==> src/design/atr_pkg.sv <==
// Package with command codes, register indices, defaults and decode tables
package atr_pkg;
	localparam logic [7:0] ATR_CMD_READ = 8'h08;
	localparam logic [7:0] ATR_CMD_WRITE = 8'h09;
	localparam logic [7:0] ATR_LEN_THREE = 8'h03;
	localparam logic [7:0] ATR_LEN_FOUR = 8'h04;
	localparam logic [7:0] ATR_ADDR_WRITE = 8'h68;
	localparam logic [7:0] ATR_ADDR_READ = 8'h69;
	localparam logic [7:0] ATR_READ_P1 = 8'h01;
	localparam logic [7:0] ATR_READ_P2 = 8'h00;
	localparam logic [7:0] ATR_FLAG_KEEP = 8'h00;
	localparam logic [7:0] ATR_FLAG_INC = 8'h01;
	localparam logic [7:0] ATR_IDX_READER = 8'h01;
	localparam logic [7:0] ATR_IDX_CARD = 8'h04;
	localparam logic [7:0] ATR_IDX_STEP = 8'h01;
	localparam logic [7:0] ATR_RES_OK = 8'h00;
	localparam logic [7:0] ATR_RES_DATA = 8'h01;
	localparam logic [7:0] ATR_RES_BADLEN = 8'h82;
	localparam logic [7:0] ATR_RES_BADCMD = 8'h83;
	localparam logic [7:0] ATR_LEN_NONE = 8'h00;
	localparam logic [7:0] ATR_LEN_ONE = 8'h01;
	localparam logic [7:0] ATR_ZERO = 8'h00;
	localparam logic [7:0] ATR_CARD_MASK = 8'h3F;
	// Protocol codes seen on the protocol choice input
	localparam logic [2:0] ATR_PROT_TYPE_A = 3'h0;
	localparam logic [2:0] ATR_PROT_TYPE_B = 3'h1;
	localparam logic [2:0] ATR_PROT_18092 = 3'h2;
	localparam logic [2:0] ATR_PROT_VIC_30 = 3'h3;
	localparam logic [2:0] ATR_PROT_VIC_100 = 3'h4;
	localparam logic [2:0] ATR_PROT_CE_A = 3'h5;
	localparam logic [7:0] ATR_DEF_TYPE_A = 8'hDF;
	localparam logic [7:0] ATR_DEF_TYPE_B = 8'h2F;
	localparam logic [7:0] ATR_DEF_18092 = 8'h5F;
	localparam logic [7:0] ATR_DEF_VIC_30 = 8'h53;
	localparam logic [7:0] ATR_DEF_VIC_100 = 8'hD3;
	localparam logic [7:0] ATR_DEF_CE_A = 8'h27;
	// Field positions
	localparam int ATR_MOD_HI = 7;
	localparam int ATR_MOD_LO = 4;
	localparam int ATR_GAIN_HI = 3;
	localparam int ATR_GAIN_LO = 0;
	localparam int ATR_SENS_HI = 5;
	localparam int ATR_SENS_LO = 4;
	localparam int ATR_LOAD_HI = 3;
	localparam int ATR_LOAD_LO = 0;
	// Modulation index codes and percent
	localparam logic [3:0] ATR_MC_10 = 4'h1;
	localparam logic [3:0] ATR_MC_17 = 4'h2;
	localparam logic [3:0] ATR_MC_25 = 4'h3;
	localparam logic [3:0] ATR_MC_30 = 4'h4;
	localparam logic [3:0] ATR_MC_33 = 4'h5;
	localparam logic [3:0] ATR_MC_36 = 4'h6;
	localparam logic [3:0] ATR_MC_95 = 4'hD;
	localparam logic [6:0] ATR_PCT_10 = 7'h0A;
	localparam logic [6:0] ATR_PCT_17 = 7'h11;
	localparam logic [6:0] ATR_PCT_25 = 7'h19;
	localparam logic [6:0] ATR_PCT_30 = 7'h1E;
	localparam logic [6:0] ATR_PCT_33 = 7'h21;
	localparam logic [6:0] ATR_PCT_36 = 7'h24;
	localparam logic [6:0] ATR_PCT_95 = 7'h5F;
	localparam logic [6:0] ATR_PCT_100 = 7'h64;
	localparam logic [6:0] ATR_PCT_NONE = 7'h00;
	// Receiver gain codes and decibels
	localparam logic [3:0] ATR_GC_34 = 4'h0;
	localparam logic [3:0] ATR_GC_32 = 4'h1;
	localparam logic [3:0] ATR_GC_27 = 4'h3;
	localparam logic [3:0] ATR_GC_20 = 4'h7;
	localparam logic [3:0] ATR_GC_8 = 4'hF;
	localparam logic [5:0] ATR_DB_34 = 6'h22;
	localparam logic [5:0] ATR_DB_32 = 6'h20;
	localparam logic [5:0] ATR_DB_27 = 6'h1B;
	localparam logic [5:0] ATR_DB_20 = 6'h14;
	localparam logic [5:0] ATR_DB_8 = 6'h08;
	localparam logic [5:0] ATR_DB_NONE = 6'h00;
	localparam logic [1:0] ATR_SENS_10 = 2'h1;
	localparam logic [1:0] ATR_SENS_100 = 2'h2;
	localparam logic [3:0] ATR_LOAD_MIN = 4'h1;
	localparam logic [3:0] ATR_LOAD_DEF = 4'h7;
	localparam logic [3:0] ATR_LOAD_MAX = 4'hF;
	typedef enum logic [7:0] {
		ATR_S_CODE = 8'h01,
		ATR_S_LEN = 8'h02,
		ATR_S_ADDR = 8'h04,
		ATR_S_FLAG = 8'h08,
		ATR_S_INDEX = 8'h10,
		ATR_S_DATA = 8'h20,
		ATR_S_SKIP = 8'h40,
		ATR_S_REPLY = 8'h80
	} atr_state_e;
endpackage : atr_pkg

==> src/design/atr_cmd_top.sv <==
// Command interpreter for the analog tuning register access
`timescale 1ns/1ps
module atr_cmd_top
	import atr_pkg::*;
(
	input wire logic core_clk,
	input wire logic sys_rst,
	input wire logic cmd_valid,
	input wire logic [7:0] cmd_byte,
	output logic cmd_ready,
	output logic rsp_valid,
	output logic [7:0] rsp_byte,
	input wire logic rsp_ready,
	input wire logic protocol_choose_command,
	input wire logic [2:0] protocol_code,
	output logic [7:0] reader_analog_tuning,
	output logic [7:0] card_emulation_analog_tuning,
	output logic [6:0] modulation_pct,
	output logic [5:0] rx_gain_db,
	output logic [6:0] demod_sens_pct,
	output logic [3:0] load_mod_index
);
	atr_state_e state_reg;
	atr_state_e state_next;
	logic [7:0] len_reg;
	logic [7:0] remain_reg;
	logic is_write_reg;
	logic frame_ok_reg;
	logic inc_reg;
	logic [7:0] index_reg;
	logic [7:0] rsp1_reg;
	logic rsp_second_reg;
	logic [7:0] rsp_out_reg;
	logic take;
	logic give;
	logic last_rsp;
	logic is_write_code;
	logic is_read_code;
	logic len_ok;
	logic addr_ok;
	logic flag_ok;
	logic data_write;
	logic wr_reader;
	logic wr_card;
	logic load_reader;
	logic load_card;
	logic [7:0] reader_def;
	logic [7:0] indexed_value;
	logic [7:0] remain_dec;
	logic [7:0] index_inc;
	logic [7:0] len_now;
	logic len_bad;
	logic bad_len_write;
	logic code_ok;
	logic read_tail_ok;
	logic byte_ok;
	logic frame_ok_now;
	logic reply_start;
	logic first_give;
	logic index_set;
	logic index_step;

	assign take = cmd_valid && cmd_ready;
	assign give = rsp_valid && rsp_ready;
	assign cmd_ready = (state_reg != ATR_S_REPLY);
	assign rsp_valid = (state_reg == ATR_S_REPLY);
	assign last_rsp = rsp_second_reg && give;
	assign remain_dec = remain_reg - ATR_LEN_ONE;
	assign index_inc = index_reg + ATR_IDX_STEP;
	assign is_write_code = (cmd_byte == ATR_CMD_WRITE);
	assign is_read_code = (cmd_byte == ATR_CMD_READ);
	assign len_ok = (cmd_byte == ATR_LEN_THREE) || (cmd_byte == ATR_LEN_FOUR);
	assign addr_ok = is_write_reg ? (cmd_byte == ATR_ADDR_WRITE) : (cmd_byte == ATR_ADDR_READ);
	assign flag_ok = is_write_reg ?
		((cmd_byte == ATR_FLAG_KEEP) || (cmd_byte == ATR_FLAG_INC)) : (cmd_byte == ATR_READ_P1);
	// Data byte write only in a fully valid four-byte write frame
	assign data_write = take && (state_reg == ATR_S_DATA) && is_write_reg && frame_ok_reg;
	assign wr_reader = data_write && (index_reg == ATR_IDX_READER);
	assign wr_card = data_write && (index_reg == ATR_IDX_CARD);
	assign indexed_value = (index_reg == ATR_IDX_READER) ? reader_analog_tuning :
		(index_reg == ATR_IDX_CARD) ? card_emulation_analog_tuning : ATR_ZERO;
	assign reader_def = (protocol_code == ATR_PROT_TYPE_A) ? ATR_DEF_TYPE_A :
		(protocol_code == ATR_PROT_TYPE_B) ? ATR_DEF_TYPE_B :
		(protocol_code == ATR_PROT_18092) ? ATR_DEF_18092 :
		(protocol_code == ATR_PROT_VIC_30) ? ATR_DEF_VIC_30 : ATR_DEF_VIC_100;
	assign load_reader = protocol_choose_command && (protocol_code <= ATR_PROT_VIC_100);
	assign load_card = protocol_choose_command && (protocol_code == ATR_PROT_CE_A);
	// Frame length as offered now, before it is captured
	assign len_now = (state_reg == ATR_S_LEN) ? cmd_byte : len_reg;
	assign len_bad = (len_now != ATR_LEN_THREE) && (len_now != ATR_LEN_FOUR);
	assign bad_len_write = is_write_reg && len_bad;
	assign code_ok = is_write_code || is_read_code;
	assign read_tail_ok = is_write_reg || (cmd_byte == ATR_READ_P2);
	assign frame_ok_now = ((state_reg == ATR_S_CODE) || frame_ok_reg) && byte_ok;
	// Events on the two handshakes
	assign reply_start = take && (state_next == ATR_S_REPLY);
	assign first_give = give && !rsp_second_reg;
	// Index moves
	assign index_set = take && (state_reg == ATR_S_INDEX) && is_write_reg && frame_ok_reg;
	assign index_step = data_write && inc_reg;

	// Check of the byte now offered against the frame so far
	always_comb
	begin
		byte_ok = 1'b1;
		unique case (state_reg)
			ATR_S_CODE:
				byte_ok = code_ok;
			ATR_S_LEN:
				byte_ok = len_ok;
			ATR_S_ADDR:
				byte_ok = addr_ok;
			ATR_S_FLAG:
				byte_ok = flag_ok;
			ATR_S_INDEX:
				byte_ok = read_tail_ok;
			ATR_S_DATA:
				byte_ok = 1'b1;
			ATR_S_SKIP:
				byte_ok = 1'b1;
			ATR_S_REPLY:
				byte_ok = 1'b1;
			default:
				byte_ok = 1'b1;
		endcase
	end

	always_comb
	begin
		state_next = state_reg;
		unique case (state_reg)
			ATR_S_CODE:
				if (take)
					state_next = ATR_S_LEN;
			ATR_S_LEN:
				if (take)
					state_next = (cmd_byte == ATR_LEN_NONE) ? ATR_S_REPLY : ATR_S_ADDR;
			ATR_S_ADDR:
				if (take)
					state_next = (remain_reg == ATR_LEN_ONE) ? ATR_S_REPLY : ATR_S_FLAG;
			ATR_S_FLAG:
				if (take)
					state_next = (remain_reg == ATR_LEN_ONE) ? ATR_S_REPLY : ATR_S_INDEX;
			ATR_S_INDEX:
				if (take)
					state_next = (remain_reg == ATR_LEN_ONE) ? ATR_S_REPLY : ATR_S_DATA;
			ATR_S_DATA:
				if (take)
					state_next = (remain_reg == ATR_LEN_ONE) ? ATR_S_REPLY : ATR_S_SKIP;
			ATR_S_SKIP:
				if (take && (remain_reg == ATR_LEN_ONE))
					state_next = ATR_S_REPLY;
			ATR_S_REPLY:
				if (last_rsp)
					state_next = ATR_S_CODE;
			default:
				state_next = ATR_S_CODE;
		endcase
	end

	always_ff @(posedge core_clk)
	begin
		if (sys_rst)
			state_reg <= ATR_S_CODE;
		else
			state_reg <= state_next;
	end

	// Frame header capture and remaining byte count
	always_ff @(posedge core_clk)
	begin
		if (sys_rst)
		begin
			is_write_reg <= 1'b0;
			len_reg <= ATR_ZERO;
			remain_reg <= ATR_ZERO;
			frame_ok_reg <= 1'b0;
			inc_reg <= 1'b0;
		end
		else if (take)
		begin
			remain_reg <= (state_reg == ATR_S_LEN) ? cmd_byte : remain_dec;
			if (state_reg == ATR_S_CODE)
			begin
				is_write_reg <= is_write_code;
				frame_ok_reg <= is_write_code || is_read_code;
			end
			if (state_reg == ATR_S_LEN)
			begin
				len_reg <= cmd_byte;
				frame_ok_reg <= frame_ok_reg && len_ok;
			end
			if (state_reg == ATR_S_ADDR)
				frame_ok_reg <= frame_ok_reg && addr_ok;
			if (state_reg == ATR_S_FLAG)
			begin
				frame_ok_reg <= frame_ok_reg && flag_ok;
				inc_reg <= (cmd_byte == ATR_FLAG_INC);
			end
			if ((state_reg == ATR_S_INDEX) && !is_write_reg)
				frame_ok_reg <= frame_ok_reg && (cmd_byte == ATR_READ_P2);
		end
	end

	// Register index: set by index byte, advanced after a data write when the flag byte was ATR_FLAG_INC
	always_ff @(posedge core_clk)
	begin
		if (sys_rst)
			index_reg <= ATR_ZERO;
		else if (index_set)
			index_reg <= cmd_byte;
		else if (index_step)
			index_reg <= index_inc;
	end

	// Reply bytes: the result byte goes out from a register, the second waits
	always_ff @(posedge core_clk)
	begin
		if (sys_rst)
		begin
			rsp1_reg <= ATR_LEN_NONE;
			rsp_out_reg <= ATR_RES_OK;
		end
		else if (reply_start && !frame_ok_now)
		begin
			rsp_out_reg <= bad_len_write ? ATR_RES_BADLEN : ATR_RES_BADCMD;
			rsp1_reg <= ATR_LEN_NONE;
		end
		else if (reply_start && is_write_reg)
		begin
			rsp_out_reg <= ATR_RES_OK;
			rsp1_reg <= ATR_LEN_NONE;
		end
		else if (reply_start)
		begin
			rsp_out_reg <= ATR_RES_DATA;
			rsp1_reg <= indexed_value;
		end
		else if (first_give)
			rsp_out_reg <= rsp1_reg;
	end

	// Reply output byte stepping
	always_ff @(posedge core_clk)
	begin
		if (sys_rst)
			rsp_second_reg <= 1'b0;
		else if (give)
			rsp_second_reg <= !rsp_second_reg;
	end
	assign rsp_byte = rsp_out_reg;

	atr_tune_reg u_reader_reg (
		.core_clk(core_clk),
		.sys_rst(sys_rst),
		.load_default(load_reader),
		.default_value(reader_def),
		.write_en(wr_reader),
		.write_value(cmd_byte),
		.value(reader_analog_tuning)
	);

	atr_tune_reg u_card_reg (
		.core_clk(core_clk),
		.sys_rst(sys_rst),
		.load_default(load_card),
		.default_value(ATR_DEF_CE_A),
		.write_en(wr_card),
		.write_value(cmd_byte & ATR_CARD_MASK),
		.value(card_emulation_analog_tuning)
	);

	atr_field_decode u_decode (
		.core_clk(core_clk),
		.sys_rst(sys_rst),
		.reader_value(reader_analog_tuning),
		.card_value(card_emulation_analog_tuning),
		.modulation_pct(modulation_pct),
		.rx_gain_db(rx_gain_db),
		.demod_sens_pct(demod_sens_pct),
		.load_mod_index(load_mod_index)
	);
endmodule : atr_cmd_top

==> src/design/atr_field_decode.sv <==
// Decodes the tuning registers into modulation, gain, sensitivity and load
`timescale 1ns/1ps
module atr_field_decode
	import atr_pkg::*;
(
	input wire logic core_clk,
	input wire logic sys_rst,
	input wire logic [7:0] reader_value,
	input wire logic [7:0] card_value,
	output logic [6:0] modulation_pct,
	output logic [5:0] rx_gain_db,
	output logic [6:0] demod_sens_pct,
	output logic [3:0] load_mod_index
);
	logic [3:0] mod_code;
	logic [3:0] gain_code;
	logic [1:0] sens_code;
	logic [6:0] mod_pct_next;
	logic [5:0] gain_next;
	logic [6:0] sens_next;
	logic [6:0] mod_pct_reg;
	logic [5:0] gain_reg;
	logic [6:0] sens_reg;
	logic [3:0] load_reg;

	assign mod_code = reader_value[ATR_MOD_HI:ATR_MOD_LO];
	assign gain_code = reader_value[ATR_GAIN_HI:ATR_GAIN_LO];
	assign sens_code = card_value[ATR_SENS_HI:ATR_SENS_LO];
	assign mod_pct_next = (mod_code == ATR_MC_10) ? ATR_PCT_10 :
		(mod_code == ATR_MC_17) ? ATR_PCT_17 :
		(mod_code == ATR_MC_25) ? ATR_PCT_25 :
		(mod_code == ATR_MC_30) ? ATR_PCT_30 :
		(mod_code == ATR_MC_33) ? ATR_PCT_33 :
		(mod_code == ATR_MC_36) ? ATR_PCT_36 :
		(mod_code == ATR_MC_95) ? ATR_PCT_95 : ATR_PCT_NONE;
	assign gain_next = (gain_code == ATR_GC_34) ? ATR_DB_34 :
		(gain_code == ATR_GC_32) ? ATR_DB_32 :
		(gain_code == ATR_GC_27) ? ATR_DB_27 :
		(gain_code == ATR_GC_20) ? ATR_DB_20 :
		(gain_code == ATR_GC_8) ? ATR_DB_8 : ATR_DB_NONE;
	assign sens_next = (sens_code == ATR_SENS_10) ? ATR_PCT_10 :
		(sens_code == ATR_SENS_100) ? ATR_PCT_100 : ATR_PCT_NONE;
	always_ff @(posedge core_clk)
	begin
		if (sys_rst)
		begin
			mod_pct_reg <= ATR_PCT_NONE;
			gain_reg <= ATR_DB_NONE;
			sens_reg <= ATR_PCT_NONE;
			load_reg <= ATR_ZERO[ATR_LOAD_HI:ATR_LOAD_LO];
		end
		else
		begin
			mod_pct_reg <= mod_pct_next;
			gain_reg <= gain_next;
			sens_reg <= sens_next;
			load_reg <= card_value[ATR_LOAD_HI:ATR_LOAD_LO];
		end
	end
	assign modulation_pct = mod_pct_reg;
	assign rx_gain_db = gain_reg;
	assign demod_sens_pct = sens_reg;
	assign load_mod_index = load_reg;
endmodule : atr_field_decode

==> src/design/atr_tune_reg.sv <==
// One 8-bit tuning register with protocol default load and host write
`timescale 1ns/1ps
module atr_tune_reg
	import atr_pkg::*;
(
	input wire logic core_clk,
	input wire logic sys_rst,
	input wire logic load_default,
	input wire logic [7:0] default_value,
	input wire logic write_en,
	input wire logic [7:0] write_value,
	output logic [7:0] value
);
	logic [7:0] value_reg;
	logic [7:0] value_next;

	// Protocol default and host write both overwrite; write wins in the same cycle
	assign value_next = write_en ? write_value : (load_default ? default_value : value_reg);
	always_ff @(posedge core_clk)
	begin
		if (sys_rst)
			value_reg <= ATR_ZERO;
		else
			value_reg <= value_next;
	end
	assign value = value_reg;
endmodule : atr_tune_reg

==> config.mk <==
export PLATFORM = sky130hd
export DESIGN_NAME = atr_cmd_top
export DESIGN_NICKNAME = d
export VERILOG_FILES = /design/src/design/atr_pkg.sv /design/src/design/atr_cmd_top.sv /design/src/design/atr_field_decode.sv /design/src/design/atr_tune_reg.sv
export SDC_FILE = /design/constraint.sdc
export NUM_CORES = 1
export LEC_CHECK = 0
export BUFFER_PORTS_ARGS = -buffer_cell sky130_fd_sc_hd__buf_2
export CAP_MARGIN = 25
export CORE_UTILIZATION = 55
export CTS_CLUSTER_SIZE = 10
export DETAILED_ROUTE_END_ITERATION = 10
export GPL_TIMING_DRIVEN = 0
export PLACE_DENSITY = 0.78
export SYNTH_ARGS = -nofsm -noshare
export SYNTH_HDL_FRONTEND = slang
export SYNTH_SLANG_ARGS = --single-unit
==> constraint.sdc <==
create_clock -name core_clk -period 3.5 [get_ports core_clk]
set_clock_uncertainty 0.15 [all_clocks]
set_input_delay 0.7 -clock core_clk [delete_from_list [all_inputs] [get_ports core_clk]]
set_output_delay 0.7 -clock core_clk [all_outputs]
set_load 0.005 [all_outputs]
# Yosys cells after proc, flatten, opt, wreduce, memory -nomap -nowiden
# Cells that the tools add are included.
# totals
in_bits	16
elab_cells	174
out_inout_bits	50
ff_bits	90
# classes
eq_ne	39
n_mux	55
n_addsub	2
magnitude_cmp	1
reduce_logical	54
# op_table
cell	count
8-bit 2-to-1 mux	28
8-bit case mux with 8 select lines	1
6-bit 2-to-1 mux	9
8-bit by 1-bit == test with 1-bit output (second input constant)	4
1-bit logical AND	27
8-bit by 3-bit == test with 1-bit output (second input constant)	3
8-bit by 4-bit == test with 1-bit output (second input constant)	3
8-bit by 7-bit == test with 1-bit output (second input constant)	3
4-bit by 3-bit == test with 1-bit output (second input constant)	4
8-bit by 2-bit == test with 1-bit output (second input constant)	2
8-bit == test (second input constant)	2
5-bit 2-to-1 mux	3
7-bit 2-to-1 mux	2
4-bit by 2-bit == test with 1-bit output (second input constant)	3
4-bit 2-to-1 mux	3
8-bit by 1-bit adder with 8-bit output (second input constant)	1
4-bit by 1-bit == test with 1-bit output (second input constant)	2
4-bit == test (second input constant)	2
8-bit by 5-bit == test with 1-bit output (second input constant)	1
8-bit by 6-bit == test with 1-bit output (second input constant)	1
8-bit zero test	1
1-bit 2-to-1 mux	8
8-bit by 2-bit != test with 1-bit output (second input constant)	1
8-bit by 3-bit != test with 1-bit output (second input constant)	1
other kinds (22)	36

# Logic depth before layout (Yosys ltp)
# depth
depth_word	10
ltp_mapped	10

# By module
# From an unflattened synthesis, not the netlist that was laid out.
# unflattened
hier_cells	531
hier_area_um2	4474.3
# by_module_without_submodules
module	n_inst	cells_each	area_each_um2
atr_cmd_top	1	403	3098.0
atr_tune_reg	2	35	369.1
atr_field_decode	1	58	638.1

# Least setup slack after synthesis
# No wires, ideal clock.
# synth_path
path_type	in2reg
start	input cmd_byte[1]
end	register rsp1_reg[0]
arrival_ns	2.516
path_stages	8
path_slack_ns	0.747
setup_ns	0.087
cell_sequence	buf_2 -> or4_1 -> or2_1 -> o311ai_2 -> o21ai_1 -> or2_0 -> buf_6 -> o31ai_1
# synth_between
elab_chain_len	8
# synth_rtl
element	line	text
from (decl)	atr_cmd_top.sv:9	input wire logic [7:0] cmd_byte,
8-bit zero test or 8-bit by 1-bit == test with 1-bit output (tied branches)	atr_cmd_top.sv:75, atr_cmd_top.sv:93, atr_cmd_top.sv:137	
8-bit 2-to-1 mux or 1-bit logical OR (tied branches)	atr_cmd_top.sv:137, atr_cmd_top.sv:75	
8-bit 2-to-1 mux or 1-bit 2-to-1 mux (tied branches)	atr_cmd_top.sv:136, atr_cmd_top.sv:74	
8-bit case mux with 8 select lines or 1-bit case mux with 5 select lines (tied branches)	atr_cmd_top.sv:131, atr_cmd_top.sv:106	
8-bit == test or 1-bit logical AND (tied branches)	atr_cmd_top.sv:96, atr_cmd_top.sv:94	
1-bit logical AND or 1-bit zero test (tied branches)	atr_cmd_top.sv:96, atr_cmd_top.sv:224	
1-bit logical AND, on equally long branches	atr_cmd_top.sv:224, atr_cmd_top.sv:229	
3-bit OR reduction (no line)	--	
to (signal assigned)	atr_cmd_top.sv:237	rsp1_reg <= indexed_value;
to (decl)	atr_cmd_top.sv:31	logic [7:0] rsp1_reg;
# Several ways; a longest one is shown, not always the timed one.
# A chain may end at the register's enable or synchronous reset.

# Worst setup path in the final report
# layout_path
start	register state_reg[0]
end	register index_reg[6]
# layout_between
elab_chain_len	7
# layout_rtl
element	line	text
from (decl)	atr_cmd_top.sv:23	atr_state_e state_reg;
from (signal assigned)	atr_cmd_top.sv:166	state_reg <= state_next;
8-bit != test	atr_cmd_top.sv:65	assign cmd_ready = (state_reg != ATR_S_REPLY);
1-bit logical AND	atr_cmd_top.sv:63	assign take = cmd_valid && cmd_ready;
1-bit logical AND (3 in a row)	atr_cmd_top.sv:77	assign data_write = take && (state_reg == ATR_S_DATA) && is_write_reg && frame_ok_reg;
1-bit logical AND	atr_cmd_top.sv:100	assign index_step = data_write && inc_reg;
2-bit nonzero test (no line)	--	
to (signal assigned)	atr_cmd_top.sv:211	index_reg <= cmd_byte;
to (signal assigned)	atr_cmd_top.sv:213	index_reg <= index_inc;
to (decl)	atr_cmd_top.sv:30	logic [7:0] index_reg;
# Several ways; a longest one is shown, not always the timed one.

==> results_dict.tcl <==
set metrics [dict create \
    placed_area_sq_mm 0.00471 \
    cts_sinks 85 \
    drt-initial-drc-count 257 \
    critPathKind "register to register" \
    core-area_sq_mm 0.00741 \
    first_global_vias 3917 \
    r2r_slack_ns 0.62 \
    die_y_microns 90.3 \
    avgSynthCellArea_sq_um 8.06 \
    max_slew_margin_pct 30.2 \
    synth_top_cell_by_area "dfxtp_1" \
    post-route-period-util_pct 82.4 \
    yosysTopAreaCellShare_pct 39.7 \
    die_x_microns 90.3 \
    post_drt_wl_per_cell_microns 16.2 \
    pre_cts_ws_ns 0.410 \
    finalNonFillerCells 707 \
    design_area_sq_mm 0.00490 \
    antenna_cells 0 \
    rr_worst_depth 8 \
    synth.distinct_cells 59 \
    globalRoute.totalOverflow 0 \
    fin_ws_ns 0.617 \
    path_max_fanout 10 \
    whs_path_depth 2 \
    async_flop_share_pct 0 \
    tns_ns 0 \
    cp-start-kind "register" \
    hold_viol_final 0 \
    power_mw 2.05 \
    post-cts-setup-buffers 0 \
    initial_utilization_pct 57.9 \
    cts_resized 0 \
    synth.area.top_cells "dfxtp_1, nand2_1, a21oi_1" \
    synth-main-ff-cell "dfxtp_1" \
    clk_latency_ns 0.37 \
    cts-root-buf "clkbuf_8" \
    ys_seq_elements 85 \
    grt_pass1_wl_microns 18800 \
    final_net_count 624 \
    antenna_found_initial 0 \
    cp-endpoint "index_reg[6]" \
    cts_hold_buf 0 \
    clk_pin_slew_worst_paths_ns 0.09 \
    peakVddDrop_uv 224 \
    setup_viol 0 \
    period_minus_slack_ns 2.88 \
    nFillCells 671 \
    io-pin-count 66 \
    worstPathRequired_ns 3.59 \
    first_pass_iters 5 \
    grt_max_degree 16 \
    antenna_left 0 \
    drive_above_1_share_pct 17.3 \
    slew_violations 0 \
    rr_startpoint "state_reg[0]" \
    clockBufferDepth 2 \
    routed_via_density 5.96 \
    htree_levels 3 \
    track_usage_pct 28.8 \
    p_leak_nw 2.04 \
    synth.most_common_cell "dfxtp_1" \
    ys_top_cells_by_count "dfxtp_1, nand2_1, nor2_1" \
    cts_buffers 9 \
    cts_tree "yes" \
    fmax_mhz 347 \
    synth_edf_count 0 \
    max_cap_violations 0 \
    rsz0062_at_grt "false" \
    hold_path_class "register to register" \
    synth_area_sq_mm 0.00429 \
    rows 31 \
    r2r-end "index_reg[6]" \
    dp.cells 691 \
    die-area_sq_mm 0.00816 \
    drt_wl_total_microns 11400 \
    syn_to_final_growth_pct 14.3 \
    arrival_ns 2.97 \
    drc_errors 0 \
    ys_warn_count 0 \
    hpwl_microns 8320 \
    tightest_slew_ns 1.03 \
    place_congestion 0.936 \
    port_buffers 57 \
    cp-end-kind "register" \
    postSynthCellCount 532 \
    via_count 4212 \
    hold_start "rsp1_reg[7]" \
    startpoint "state_reg[0]" \
    p_per_area_mw_per_mm2 419 \
    status "finished, final reports clean" \
    synth-seq-area-share_pct 39.7 \
]
[metal layers]
layer	up-vias	GRT usage, %	wire length [microns]
met5	-	0	0
met4	0	13.0	291
met3	24	4.38	845
met2	203	48.3	5430
met1	1948	36.6	4870
li1	2037	-	-
[cells by family (layout without fill, tap and decap cells)]
group	Yosys count	after routing	share of synthesized area [%]
other cells	1	4	0.0874
mux	9	9	2.10
fa+ha+maj	5	5	1.46
buf+inv	54	127	6.04
xor+xnor	9	9	1.84
simple gates	237	237	28.7
compound gates	132	132	20.1
flops	85	85	39.7
[through the flow]
stage | util [%] | hold WS (ns)
after floorplan | - | 0.274
after global placement | 63.6 | 0.283
after detailed placement | 63.6 | 0.289
after CTS | 66.2 | 0.301
after global routing | 66.2 | 0.315
final | 66.2 | 0.300
[final cells by class]
type	instances	area [sq um]	area share (%)
Buffer	38	199	4.06
Clock buffer	11	151	3.09
Clock inverter	5	42.5	0.868
Inverter	16	60.1	1.22
Multi-Input combinational cell	396	2340	47.7
Sequential cell	85	1700	34.7
Tap cell	99	124	2.53
Timing Repair Buffer	57	285	5.82
[worst min path at each step]
stage,endpoint,slack (ns)
floorplan,rsp1_reg[6],0.27
global placement,rsp1_reg[1],0.28
detailed placement,rsp1_reg[7],0.29
CTS,rsp1_reg[7],0.30
global route,rsp1_reg[7],0.31
finish,rsp1_reg[7],0.30
[power by group]
part	leakage (nW)	total (mW)	switching (mW)	internal, mW
Sequential	0.690	1.04	0.0341	1.00
Clock	0.0961	0.689	0.385	0.303
Combinational	1.26	0.326	0.198	0.127
Total	2.04	2.05	0.617	1.43
[worst max-delay path, cell delays in order (launching register included)]
cell and delay [ns]:
dfxtp_1 0.31, clkbuf_1 0.36, nor4_4 0.14, a31oi_2 0.52
and3_1 0.27, clkbuf_1 0.35, o21ai_1 0.29, o21ai_0 0.27
a21oi_1 0.09
[cells in the final DEF, fill, tap and decap left out, drive strengths merged, types with 2 or more instances in the layout]
cell | Yosys | layout
a22oi | 13 | 13
a31oi | 8 | 8
or4 | 7 | 7
mux2i | 9 | 9
or3 | 3 | 3
a21oi | 35 | 35
clkbuf | 22 | 33
nor3b | 4 | 4
nand4 | 4 | 4
nand3b | 2 | 2
nor3 | 17 | 17
inv | 16 | 17
nand2 | 82 | 82
and3 | 13 | 13
xnor2 | 3 | 3
nand3 | 19 | 19
a211oi | 9 | 9
clkinv | 0 | 3
o31ai | 8 | 8
dfxtp | 85 | 85
ha | 5 | 5
nor4 | 5 | 5
o21ai | 31 | 31
nor2b | 11 | 11
conb | 1 | 4
nor2 | 42 | 42
a211o | 3 | 3
o211ai | 2 | 2
nand4b | 3 | 3
o22ai | 4 | 4
a221oi | 5 | 5
nand2b | 5 | 5
a21o | 2 | 2
buf | 16 | 73
xor2 | 6 | 6
o41ai | 2 | 2
or2 | 5 | 5
o221a | 4 | 4
nor4b | 4 | 4
and2 | 9 | 9
Power figures use the tool's default switching activity.
